### config.mk
export PLATFORM = sky130hd
export DESIGN_NAME = bitop_core
export DESIGN_NICKNAME = d
export VERILOG_FILES = /design/src/core/bitop_pkg.sv /design/src/core/bitop_mask.sv /design/src/core/bitop_core.sv
export VERILOG_INCLUDE_DIRS = /design/src /design/src/core
export SDC_FILE = /design/constraint.sdc
export NUM_CORES = 1
export LEC_CHECK = 0
export BUFFER_PORTS_ARGS = -buffer_cell sky130_fd_sc_hd__buf_2
export CORE_MARGIN = 5
export CORE_UTILIZATION = 45
export CTS_BUF_LIST = sky130_fd_sc_hd__clkbuf_16
export CTS_CLUSTER_DIAMETER = 30
export DETAILED_ROUTE_END_ITERATION = 8
export PLACE_DENSITY = 0.76
export SKIP_LAST_GASP = 1
export SLEW_MARGIN = 10
export SYNTH_ARGS = -nofsm -noshare
export SYNTH_HDL_FRONTEND = slang
export SYNTH_HIERARCHICAL = 1
export SYNTH_SLANG_ARGS = --single-unit
### constraint.sdc
create_clock -name REF_CLK_I -period 1.5 [get_ports REF_CLK_I]
set_input_delay 0 -clock REF_CLK_I [delete_from_list [all_inputs] [get_ports REF_CLK_I]]
set_output_delay 0 -clock REF_CLK_I [all_outputs]
set_load 0.005 [all_outputs]
### src/core/bitop_regs.svh
`ifndef BITOP_REGS_SVH
`define BITOP_REGS_SVH
// Instruction word layout
`define BITOP_IW_W 14
`define BITOP_FA_W 7
`define BITOP_DATA_W 8
`define BITOP_BITSEL_LSB 7
`define BITOP_BITSEL_MSB 9
`define BITOP_FA_MSB 6
`define BITOP_FA_LSB 0
`define BITOP_DEST_BIT 7
`define BITOP_GRP_MSB 13
`define BITOP_GRP_LSB 12
`define BITOP_SUB_MSB 11
`define BITOP_SUB_LSB 10
`define BITOP_OP6_MSB 13
`define BITOP_OP6_LSB 8
// Opcode fields
`define BITOP_GRP_BIT 2'h1
`define BITOP_SUB_BCLR 2'h0
`define BITOP_SUB_BSET 2'h1
`define BITOP_SUB_BTSC 2'h2
`define BITOP_OP6_COMPLEMENT_REGISTER_OP 6'h09
`define BITOP_IW_CLEAR_ACCUMULATOR_OP 14'h0103
// Values
`define BITOP_ZERO8 8'h00
`define BITOP_ONE8 8'h01
`define BITOP_ZERO7 7'h00
`endif

### src/core/bitop_pkg.sv
package bitop_pkg;
    typedef struct packed {
        logic       we;
        logic [6:0] addr;
        logic [7:0] data;
    } bitop_fwr_t;
    typedef struct packed {
        logic       we;
        logic [7:0] data;
    } bitop_acc_t;
    typedef enum logic [1:0] {
        BITOP_RUN  = 2'h1,
        BITOP_FLSH = 2'h2
    } bitop_state_t;
endpackage

### src/core/bitop_mask.sv
`timescale 1ns/1ps
`include "bitop_regs.svh"
module bitop_mask (
    input wire logic [2:0] sel_i,
    output logic [7:0] mask_o
);
    // One-hot bit mask from the position select
    assign mask_o = `BITOP_ONE8 << sel_i;
endmodule // bitop_mask

### src/core/bitop_core.sv
`timescale 1ns/1ps
`include "bitop_regs.svh"
// Function
// - Bit clear zeroes one bit, flags kept
// - Bit set raises one bit, flags kept
// - Bit test skips next when bit zero
// - Taken skip flushes the next offered word, held until one comes
// - Clear accumulator loads zero, sets zero flag
// - Complement register to accumulator or register
module bitop_core (
    input wire logic REF_CLK_I,
    input wire logic RST_B_I,
    input wire logic IW_VALID_I,
    input wire logic [13:0] IW_I,
    input wire logic [7:0] FRD_DATA_I,
    output logic [6:0] FRD_ADDR_O,
    output bitop_pkg::bitop_fwr_t FWR_O,
    output bitop_pkg::bitop_acc_t ACC_O,
    output logic Z_WE_O,
    output logic Z_O,
    output logic FLUSH_O,
    output logic BUSY_O
);
    // ***************************************************
    // Instruction fields
    // ***************************************************
    wire logic [1:0] iw_grp = IW_I[`BITOP_GRP_MSB:`BITOP_GRP_LSB];
    wire logic [1:0] iw_sub = IW_I[`BITOP_SUB_MSB:`BITOP_SUB_LSB];
    wire logic [5:0] iw_op6 = IW_I[`BITOP_OP6_MSB:`BITOP_OP6_LSB];
    wire logic [6:0] iw_faddr = IW_I[`BITOP_FA_MSB:`BITOP_FA_LSB];
    wire logic [2:0] bit_sel = IW_I[`BITOP_BITSEL_MSB:`BITOP_BITSEL_LSB];
    wire logic dest_reg = IW_I[`BITOP_DEST_BIT];

    // Operand register is read in the cycle the word is offered
    assign FRD_ADDR_O = iw_faddr;

    // ***************************************************
    // Decode
    // ***************************************************
    // True for a bit-oriented word of the wanted subcode
    function automatic logic is_bit_sub(
        input logic [1:0] grp,
        input logic [1:0] sub,
        input logic [1:0] want
    );
        is_bit_sub = (grp == `BITOP_GRP_BIT) && (sub == want);
    endfunction

    // Passes the value when its select is set, zero otherwise
    function automatic logic [7:0] gate8(
        input logic sel,
        input logic [7:0] val
    );
        gate8 = sel ? val : `BITOP_ZERO8;
    endfunction

    bitop_pkg::bitop_state_t state_q;
    bitop_pkg::bitop_state_t state_d;

    // Words offered while a skip is pending never execute
    wire logic run_st = (state_q == bitop_pkg::BITOP_RUN);
    wire logic exec = IW_VALID_I && run_st;

    wire logic dec_clr = is_bit_sub(iw_grp, iw_sub, `BITOP_SUB_BCLR);
    wire logic dec_set = is_bit_sub(iw_grp, iw_sub, `BITOP_SUB_BSET);
    wire logic dec_tst = is_bit_sub(iw_grp, iw_sub, `BITOP_SUB_BTSC);
    wire logic dec_cacc = (IW_I == `BITOP_IW_CLEAR_ACCUMULATOR_OP);
    wire logic dec_comp = (iw_op6 == `BITOP_OP6_COMPLEMENT_REGISTER_OP);

    // ***************************************************
    // Operation select
    // ***************************************************
    wire logic op_clr = exec && dec_clr;
    wire logic op_set = exec && dec_set;
    wire logic op_tst = exec && dec_tst;
    wire logic op_cacc = exec && dec_cacc;
    wire logic op_comp = exec && dec_comp;
    wire logic op_rmw = op_clr || op_set;
    wire logic comp_to_reg = op_comp && dest_reg;
    wire logic comp_to_acc = op_comp && !dest_reg;

    // ***************************************************
    // Bit mask
    // ***************************************************
    wire logic [7:0] mask;

    bitop_mask u_mask (
        .sel_i(bit_sel),
        .mask_o(mask)
    );

    // ***************************************************
    // Per-bit datapath
    // ***************************************************
    wire logic [7:0] clr_val;
    wire logic [7:0] set_val;
    wire logic [7:0] comp_val;
    wire logic [7:0] tst_hit;

    genvar gi;
    generate
        for (gi = 0; gi < `BITOP_DATA_W; gi = gi + 1) begin : g_bit
            // For clear and set only the masked position changes; complement inverts every bit
            assign clr_val[gi] = FRD_DATA_I[gi] & ~mask[gi];
            assign set_val[gi] = FRD_DATA_I[gi] | mask[gi];
            assign comp_val[gi] = ~FRD_DATA_I[gi];
            assign tst_hit[gi] = FRD_DATA_I[gi] & mask[gi];
        end
    endgenerate

    wire logic bit_zero = (tst_hit == `BITOP_ZERO8);
    wire logic skip = op_tst && bit_zero;
    wire logic comp_zero = (comp_val == `BITOP_ZERO8);

    // ***************************************************
    // Register-file result
    // ***************************************************
    wire logic fwr_we_d = op_rmw || comp_to_reg;
    wire logic [7:0] fwr_data_d = gate8(op_clr, clr_val)
        | gate8(op_set, set_val)
        | gate8(op_comp, comp_val);
    bitop_pkg::bitop_fwr_t fwr_d;
    assign fwr_d = '{we: fwr_we_d, addr: iw_faddr, data: fwr_data_d};

    // ***************************************************
    // Accumulator result
    // ***************************************************
    // Clear loads zero, so only the complement needs a data path
    wire logic acc_we_d = op_cacc || comp_to_acc;
    wire logic [7:0] acc_data_d = gate8(op_comp, comp_val);
    bitop_pkg::bitop_acc_t acc_d;
    assign acc_d = '{we: acc_we_d, data: acc_data_d};

    // ***************************************************
    // Flag result
    // ***************************************************
    // Bit ops and the bit test never raise the flag write
    wire logic z_we_d = op_cacc || op_comp;
    wire logic z_d = op_cacc || (op_comp && comp_zero);

    // ***************************************************
    // Skip sequencer
    // ***************************************************
    // A taken test waits for the next offered word and drops it
    always_comb begin
        case (state_q)
            bitop_pkg::BITOP_RUN: begin
                state_d = skip ? bitop_pkg::BITOP_FLSH : bitop_pkg::BITOP_RUN;
            end
            bitop_pkg::BITOP_FLSH: begin
                state_d = IW_VALID_I ? bitop_pkg::BITOP_RUN : bitop_pkg::BITOP_FLSH;
            end
            default: begin
                state_d = bitop_pkg::BITOP_RUN;
            end
        endcase
    end

    // ***************************************************
    // Registers
    // ***************************************************
    // Idle values loaded by reset
    localparam bitop_pkg::bitop_fwr_t fwr_idle =
        '{we: 1'h0, addr: `BITOP_ZERO7, data: `BITOP_ZERO8};
    localparam bitop_pkg::bitop_acc_t acc_idle = '{we: 1'h0, data: `BITOP_ZERO8};

    bitop_pkg::bitop_fwr_t fwr_q;
    bitop_pkg::bitop_acc_t acc_q;
    logic z_we_q;
    logic z_q;

    always_ff @(posedge REF_CLK_I or negedge RST_B_I) begin
        if (!RST_B_I) begin
            state_q <= bitop_pkg::BITOP_RUN;
        end else begin
            state_q <= state_d;
        end
    end

    always_ff @(posedge REF_CLK_I or negedge RST_B_I) begin
        if (!RST_B_I) begin
            fwr_q <= fwr_idle;
        end else begin
            fwr_q <= fwr_d;
        end
    end

    always_ff @(posedge REF_CLK_I or negedge RST_B_I) begin
        if (!RST_B_I) begin
            acc_q <= acc_idle;
        end else begin
            acc_q <= acc_d;
        end
    end

    always_ff @(posedge REF_CLK_I or negedge RST_B_I) begin
        if (!RST_B_I) begin
            z_we_q <= 1'h0;
        end else begin
            z_we_q <= z_we_d;
        end
    end

    always_ff @(posedge REF_CLK_I or negedge RST_B_I) begin
        if (!RST_B_I) begin
            z_q <= 1'h0;
        end else begin
            z_q <= z_d;
        end
    end

    // ***************************************************
    // Outputs
    // ***************************************************
    assign FWR_O = fwr_q;
    assign ACC_O = acc_q;
    assign Z_WE_O = z_we_q;
    assign Z_O = z_q;
    // Fetched word is discarded as a no-operation while flushing
    assign FLUSH_O = (state_q == bitop_pkg::BITOP_FLSH);
    assign BUSY_O = FLUSH_O;
endmodule // bitop_core

---- Word-level counts from Yosys, hierarchy flattened ----
Index checks and enable logic that the tools add are counted.
word-level totals
  flip-flop bits (word level) ............. 29
  output and inout bits ................... 36
cells by class
  bitwise logic cells ..................... 42
  multiplexer cells ....................... 6
  reductions and logical operators ........ 22
  equality and inequality tests ........... 7
  shift-type cells ........................ 1
operators by type and width
  cell                   count
  $mux W8                3
  $and A1 B1 Y1          16
  $logic_not A8 Y1       2
  $not A1 Y1             16
  $or A8 B8 Y8           2
  $eq A14 B9 Y1 const B  1
  $logic_and A1 B1 Y1    13
  $or A1 B1 Y1           8
  $shl A1 B3 Y8 const A  1
  $eq A2 B1 Y1 const B   3
  $eq A6 B4 Y1 const B   1
  $logic_or A1 B1 Y1     5
  $eq A2 B2 Y1 const B   2
  $mux W2                2
  $pmux W2 S2            1
  $logic_not A2 Y1       1
  $logic_not A1 Y1       1

---- Depth between registers and ports, before layout ----
Gate-level depths: netlist (run 1).
  word-level depth ........................ 6
  mapped depth ............................ 6
  depth with buffers taken out ............ 5

---- Cells and area by module ----
Netlist (run 1), hierarchy kept.
modules (own cells, without submodules)
  module      instances  area each (µm²)  sequential area each (µm²)  cells an instance
  bitop_core  1          1247.4           726.9                       99
  bitop_mask  1          65.1             0.0                         8

---- Least setup slack after synthesis (run 1) ----
No wires, ideal clock.
  path type ............................... reg2reg
  start ................................... register state_q[0]
  end ..................................... register fwr_q (netlist bit FWR_O[5])
  library setup time ...................... 0.080 ns
  path slack .............................. 0.163 ns
  arrival time ............................ 1.257 ns
  cell stages (with the launch flop) ...... 6
  path buffers ............................ 1
  cells stage by stage .................... dfstp_2 ha_1 and3b_1 nand3_4 buf_6 o22ai_2
on the way
  cells in the longest elaborated chain, start to end .. 6
  elaborated cells between the ends (all ways) .. 10
  classes of those cells .................. eq/ne (1); mux (3); bitwise (2); reduce/logical (4)
ends and longest elaborated chain
  what                                    line                                RTL
  start: declaration                      bitop_core.sv:57                    bitop_pkg::bitop_state_t state_q;
  start signal: assignment                bitop_core.sv:174                   state_q <= bitop_pkg::BITOP_RUN;
  start signal: assignment                bitop_core.sv:176                   state_q <= state_d;
  $eq A2 B1 Y1 *                          bitop_core.sv:61                    wire logic run_st = (state_q == bitop_pkg::BITOP_RUN);
  $logic_and A1 B1 Y1 *                   bitop_core.sv:62                    wire logic exec = IW_VALID_I && run_st;
  $logic_and A1 B1 Y1 (on tied branches)  bitop_core.sv:73, bitop_core.sv:74
  $mux W8 (no line)                       -
  $or A8 B8 Y8                            bitop_core.sv:120                   | gate8(op_set, set_val)
  $or A8 B8 Y8 *                          bitop_core.sv:121                   | gate8(op_comp, comp_val);
  named net fwr_data_d[5]                 bitop_core.sv:119                   wire logic [7:0] fwr_data_d = gate8(op_clr, clr_val)
  end signal: assignment                  bitop_core.sv:182                   fwr_q <= fwr_idle;
  end signal: assignment                  bitop_core.sv:184                   fwr_q <= fwr_d;
  end: declaration                        bitop_core.sv:167                   bitop_pkg::bitop_fwr_t fwr_q;
The timed path passes the listed nets; every way through them passes the cells marked *.

---- Final worst setup path (run 1) ----
  start ................................... register state_q[0]
  end ..................................... register fwr_q (netlist bit FWR_O[1])
Same word-level chain as after synthesis.

==> flow_metrics.env, run 1 <==
export IMPL_wire_per_inst_microns=17.0
export IMPL_synth_edf_count=0
export IMPL_power_switching_mw=0.496
export IMPL_max_cap_violations=0
export IMPL_fillers=204
export IMPL_reg2reg_to="FWR_O[1]"
export IMPL_timing_rr_start="state_q[0]"
export IMPL_ys_ff_latch=29
export IMPL_clockPowerShare_pct=44.0
export IMPL_coreArea_sq_mm=0.00278
export IMPL_vdd_drop_max_mv=1.07
export IMPL_cts_tree="done"
export IMPL_finalInstanceArea_sq_mm=0.00191
export IMPL_hold_start="IW_I[11]"
export IMPL_cts_htree_levels=2
export IMPL_p_per_area_mw_per_mm2=1080
export IMPL_gr_total_overflow=0
export IMPL_die_height_microns=64.0
export IMPL_dr_pass1_iters=5
export IMPL_start_kind="register"
export IMPL_skew_ns=0.00332
export IMPL_place_area_sq_mm=0.00157
export IMPL_synthFlopType="dfrtp_1"
export IMPL_p_total_mw=2.06
export IMPL_cts_inserted_buffers=5
export IMPL_drive_above_1_share_pct=43.7
export IMPL_cts_root_buf="clkbuf_16"
export IMPL_tightest_slew_ns=0.610
export IMPL_postCtsSetupBuffers=0
export IMPL_dpl_worst_slack_ns=-0.0162
export IMPL_r2r_slack_ns=0.01
export IMPL_area_delta_synth_final_pct=45.5
export IMPL_status="finished clean"
export IMPL_grt_pass1_wl_microns=5710
export IMPL_routed_wl_microns=3640
export IMPL_die_w_microns=64.0
export IMPL_p_int_mw=1.57
export IMPL_synthCells=107
export IMPL_yosysSeqAreaShare_pct=55.4
export IMPL_row_count=19
export IMPL_seqPwrFrac_pct=40.7
export IMPL_min_to="Z_O"
export IMPL_port_buffers=60
export IMPL_clock_tree_buffer_depth=2
export IMPL_vias=1156
export IMPL_synth_nets=134
export IMPL_max_slew_margin_pct=59.4
export IMPL_p_sw_share_pct=24.0
export IMPL_crit_fanout=9
export IMPL_setup_ws_ns=0.0131
export IMPL_place_hpwl_microns=2350
export IMPL_min_period_ns=1.49
export IMPL_grt_pass1_vias=1198
export IMPL_synth_distinct_cells=34
export IMPL_cp_required_ns=1.69
export IMPL_clkTransAtPathRegs_ns=0.05
export IMPL_drc=0
export IMPL_drtIter0Drc=49
export IMPL_initial_utilization_pct=47.2
export IMPL_synth_area_sq_mm=0.00131
export IMPL_worstSetupPathType="register to register"
export IMPL_fin_nets=209
export IMPL_ys_async_sr_fraction_pct=100
export IMPL_fin_setup_tns_ns=0
export IMPL_grt_start_max_net_pins=30
export IMPL_clock_sinks=29
export IMPL_finalWeightedCongestion=0.786
export IMPL_num_antenna_cells=0
export IMPL_combPwrFrac_pct=15.3
export IMPL_die_area_sq_mm=0.00410
export IMPL_whs_path_depth=3
export IMPL_rsz0062_at_grt="yes"
export IMPL_vias_per_cell=5.40
export IMPL_pin_count=61
export IMPL_min_path_type="primary input to register"
export IMPL_finalSetupViolations=0
export IMPL_fin_crit_sh_pct=99.1
export IMPL_hold_viol=0
export IMPL_power_leakage_nw=0.984
export IMPL_synth_area_per_cell_sq_um=12.3
export IMPL_crit_arrival_ns=1.67
export IMPL_clk_latency_ns=0.27
export IMPL_grt_usage_pct=18.4
export IMPL_antenna_left=0
export IMPL_synth_warnings=6
export IMPL_drv_slew=0
export IMPL_reg2reg_depth=4
export IMPL_end_kind="register"
export IMPL_antenna_found_initial=0
export IMPL_fmax_mhz=673
[final cells by class]
cell class | count | area [sq um] | area share, %
flip-flops and latches | 29 | 727 | 38.1
multi-input cells | 63 | 509 | 26.7
well taps | 31 | 38.8 | 2.03
clock inverters | 3 | 12.5 | 0.655
clock buffers | 5 | 125 | 6.55
inverters | 5 | 18.8 | 0.983
repair buffers | 78 | 478 | 25.0
[worst max-delay path, cell delays in order (launching register included)]
cell and delay (ns):
dfstp_2 0.53, ha_1 0.19, and3b_2 0.29, nand3_4 0.17, o22ai_1 0.21
[worst max path at each step]
stage	start	endpoint	depth (start not counted)
CTS	state_q[0]	FWR_O[1]	4
floorplan	state_q[0]	FWR_O[5]	5
global route	state_q[0]	FWR_O[2]	4
finish	state_q[0]	FWR_O[1]	4
detailed placement	state_q[0]	FWR_O[4]	4
global placement	state_q[0]	FWR_O[0]	4
[metrics by stage]
step	hold WS [ns]	std cells	util, %
2_1_floorplan	-0.296	107	-
3_3_place_gp	0.0409	188	56.5
3_5_place_dp	0.0577	188	56.5
4_1_cts	0.0514	213	67.7
5_1_grt	0.116	214	68.6
6_report	0.102	214	68.6
[Yosys cell counts (all sizes together), types with 3 or more instances]
cell   count  area [sq um]
dfrtp     28           701
o22ai      8          62.6
nor2       9          33.8
buf       11          87.6
and3b      4          38.8
a21oi      3          15.0
mux2i      8          80.1
nor3b      3          22.5
nand3      3          27.5
inv        5          18.8
[metal layers]
layer | vias up | global-route usage (%) | wire length [microns]
li1 | 532 | - | -
met1 | 547 | 20.3 | 1350
met2 | 60 | 28.4 | 1830
met3 | 17 | 6.13 | 291
met4 | 0 | 15.3 | 167
met5 | - | 0 | 0
[placed cells by master (no fill, tap or decap), drive strengths merged, types with 3 or more instances in the layout]
cell	count
a21oi	3
and3b	4
buf	61
clkbuf	5
clkinv	3
dfrtp	28
dlygate4sd3	17
inv	5
mux2i	8
nand3	4
nor2	9
nor3b	3
o22ai	8
[power groups by stage]
stage,registers (mW),clock network (mW),logic [mW]
floorplan,0.850,0,0.137
global placement,0.846,0,0.241
detailed placement,0.849,0,0.254
CTS,0.839,0.928,0.295
global route,0.841,0.976,0.347
finish,0.839,0.908,0.315
[registers in the layout, indices dropped and copies added, names as in the netlist]
name,cells
ACC_O,9
FWR_O,16
state_q,2
Z_O,1
Z_WE_O,1
[cell families after synthesis]
family	Yosys count	synth area share, %
and+or+nand+nor	35	19.0
DFF	29	55.4
AOI/OAI and AO/OA	17	9.53
buffers and inverters	16	8.10
muxes	8	6.10
adders and majority gates	2	1.91
[repair_timing]
item                                    in CTS  in global routing
gates cloned                                 0                  1
gates resized for setup                      1                  4
hold buffers                                17                  0
endpoints found under the setup margin       8                 11
pin swaps                                    0                  1
hold endpoints to repair                    51                  0
(Power assumes the default switching activity.)
==> inputs of run 2 (changes only) <==
- ABC_AREA: unset -> 0
- PLACE_DENSITY: 0.76 -> 0.77
==> flow_metrics.env, run 2 (synthesis gave the netlist of run 1 again) <==
export IMPL_tightest_slew_ns=0.634
export IMPL_max_slew_margin_pct=57.7
export IMPL_worstSetupPathType="register to register"
export IMPL_postCtsSetupBuffers=0
export IMPL_finalWeightedCongestion=0.814
export IMPL_place_hpwl_microns=2310
export IMPL_coreArea_sq_mm=0.00278
export IMPL_finalSetupViolations=0
export IMPL_start_kind="register"
export IMPL_min_period_ns=1.41
export IMPL_clock_tree_buffer_depth=2
export IMPL_antenna_left=0
export IMPL_final_common_cell="buf_2"
export IMPL_p_per_area_mw_per_mm2=1080
export IMPL_vdd_drop_max_mv=0.969
export IMPL_grt_usage_pct=17.4
export IMPL_routed_wl_microns=3560
export IMPL_die_area_sq_mm=0.00410
export IMPL_die_height_microns=64.0
export IMPL_reg2reg_to="FWR_O[5]"
export IMPL_row_count=19
export IMPL_cts_htree_levels=2
export IMPL_antenna_found_initial=0
export IMPL_end_kind="register"
export IMPL_skew_ns=0.00297
export IMPL_power_leakage_nw=0.974
export IMPL_drive_above_1_share_pct=43.1
export IMPL_worstSetupEndpoint="FWR_O[5]"
export IMPL_port_buffers=60
export IMPL_setup_ws_ns=0.0906
export IMPL_num_antenna_cells=0
export IMPL_crit_cells=4
export IMPL_pin_count=61
export IMPL_startpoint="state_q[0]"
export IMPL_cts_inserted_buffers=5
export IMPL_critical_path_max_stage_delay_ns=0.52
export IMPL_fin_nets=208
export IMPL_fin_crit_sh_pct=94.0
export IMPL_layout_common_cells="buf_2 (60), dfrtp_1 (28), dlygate4sd3_1 (17), nor2_1 (9), mux2i_1 (8)"
export IMPL_vias=1125
export IMPL_dr_pass1_iters=4
export IMPL_ff_latch_area_sq_um=727
export IMPL_critPathTopFamily="flip-flops"
export IMPL_final_core_util_pct=67.7
export IMPL_drv_slew=0
export IMPL_dpl_worst_slack_ns=-0.00951
export IMPL_cts_root_buf="clkbuf_16"
export IMPL_grt_pass1_vias=1207
export IMPL_fmax_mhz=710
export IMPL_area_delta_synth_final_pct=43.6
export IMPL_crit_fanout=8
export IMPL_multi_input_area_sq_um=497
export IMPL_die_w_microns=64.0
export IMPL_r2r_slack_ns=0.09
export IMPL_drc=0
export IMPL_gr_total_overflow=0
export IMPL_clock_sinks=29
export IMPL_min_path_type="primary input to register"
export IMPL_critPathSlowestCell="dfstp_2"
export IMPL_finalNonFillerCells=212
export IMPL_status="finished clean"
export IMPL_clkTransAtPathRegs_ns=0.05
export IMPL_cp_required_ns=1.69
export IMPL_largest_reg_flops=16
export IMPL_p_total_mw=2.03
export IMPL_path_cells="ha_1 -> and3b_2 -> nand3_2 -> o22ai_2"
export IMPL_crit_arrival_ns=1.60
export IMPL_cp_buffers_inverters=0
export IMPL_clk_latency_ns=0.27
export IMPL_initial_utilization_pct=47.2
export IMPL_timing_rr_start="state_q[0]"
export IMPL_drtIter0Drc=33
export IMPL_rsz0062_at_grt="no"
export IMPL_cts_tree="done"
export IMPL_max_cap_violations=0
export IMPL_wire_per_inst_microns=16.8
export IMPL_fillers=200
export IMPL_hold_viol=0
export IMPL_reg2reg_depth=4
export IMPL_grt_pass1_wl_microns=5530
export IMPL_vias_per_cell=5.31
export IMPL_dp_cells=187
export IMPL_grt_start_max_net_pins=30
==> run 2: report_power, final <==
group	switching (mW)	total, mW	leakage (nW)	internal [mW]
Combinational	0.167	0.309	0.521	0.143
Clock	0.297	0.885	0.0685	0.588
Sequential	0.0122	0.838	0.384	0.825
Total	0.476	2.03	0.974	1.56
==> run 2: area by class of cell <==
cell class / count / area share (%)
flip-flops and latches: 29 / 38.6
inverters: 5 / 0.996
repair buffers: 77 / 25.0
well taps: 31 / 2.06
clock inverters: 2 / 0.398
clock buffers: 5 / 6.64
multi-input cells: 63 / 26.4
==> run 2: routing by layer <==
layer,vias up,global-route usage (%),routed length (microns)
met5,-,0,0
met4,0,6.49,63
met3,8,7.18,319
met2,53,29.6,1830
met1,535,19.2,1350
li1,529,-,-
==> run 2: how the worst min path moves through the flow <==
stage,cells after the start,endpoint,slack [ns],from
6_report,2,ACC_O[8],0.05,IW_I[7]
5_1_grt,2,ACC_O[8],0.09,IW_I[7]
2_1_floorplan,0,ACC_O[0],-0.30,RST_B_I
3_3_place_gp,1,ACC_O[8],0.04,RST_B_I
4_1_cts,2,ACC_O[8],0.05,IW_I[7]
3_5_place_dp,1,Z_WE_O,0.05,RST_B_I
==> run 2: what timing repair did <==
item	4_1_cts	5_1_grt
pin swaps	0	1
cloned	0	1
gates resized for setup	1	3
hold buffers	17	0
endpoints found under the hold margin	49	0
endpoints found under the setup margin	4	9
==> run 2: worst register-to-register path, delay by kind of cell (launching register included) <==
family | cells | cell delay, ns
fa+ha+maj | 1 | 0.17
flops | 1 | 0.52
simple gates | 2 | 0.45
compound gates | 1 | 0.19
==> run 2: stage by stage <==
step                       TNS, ns  area [sq um]  hold slack (ns)
final                            0          1880           0.0541
after global routing             0          1880           0.0855
after CTS                        0          1870           0.0463
after detailed placement  -0.00952          1560           0.0515
after global placement           0          1560           0.0436
after floorplan                  0          1310           -0.296
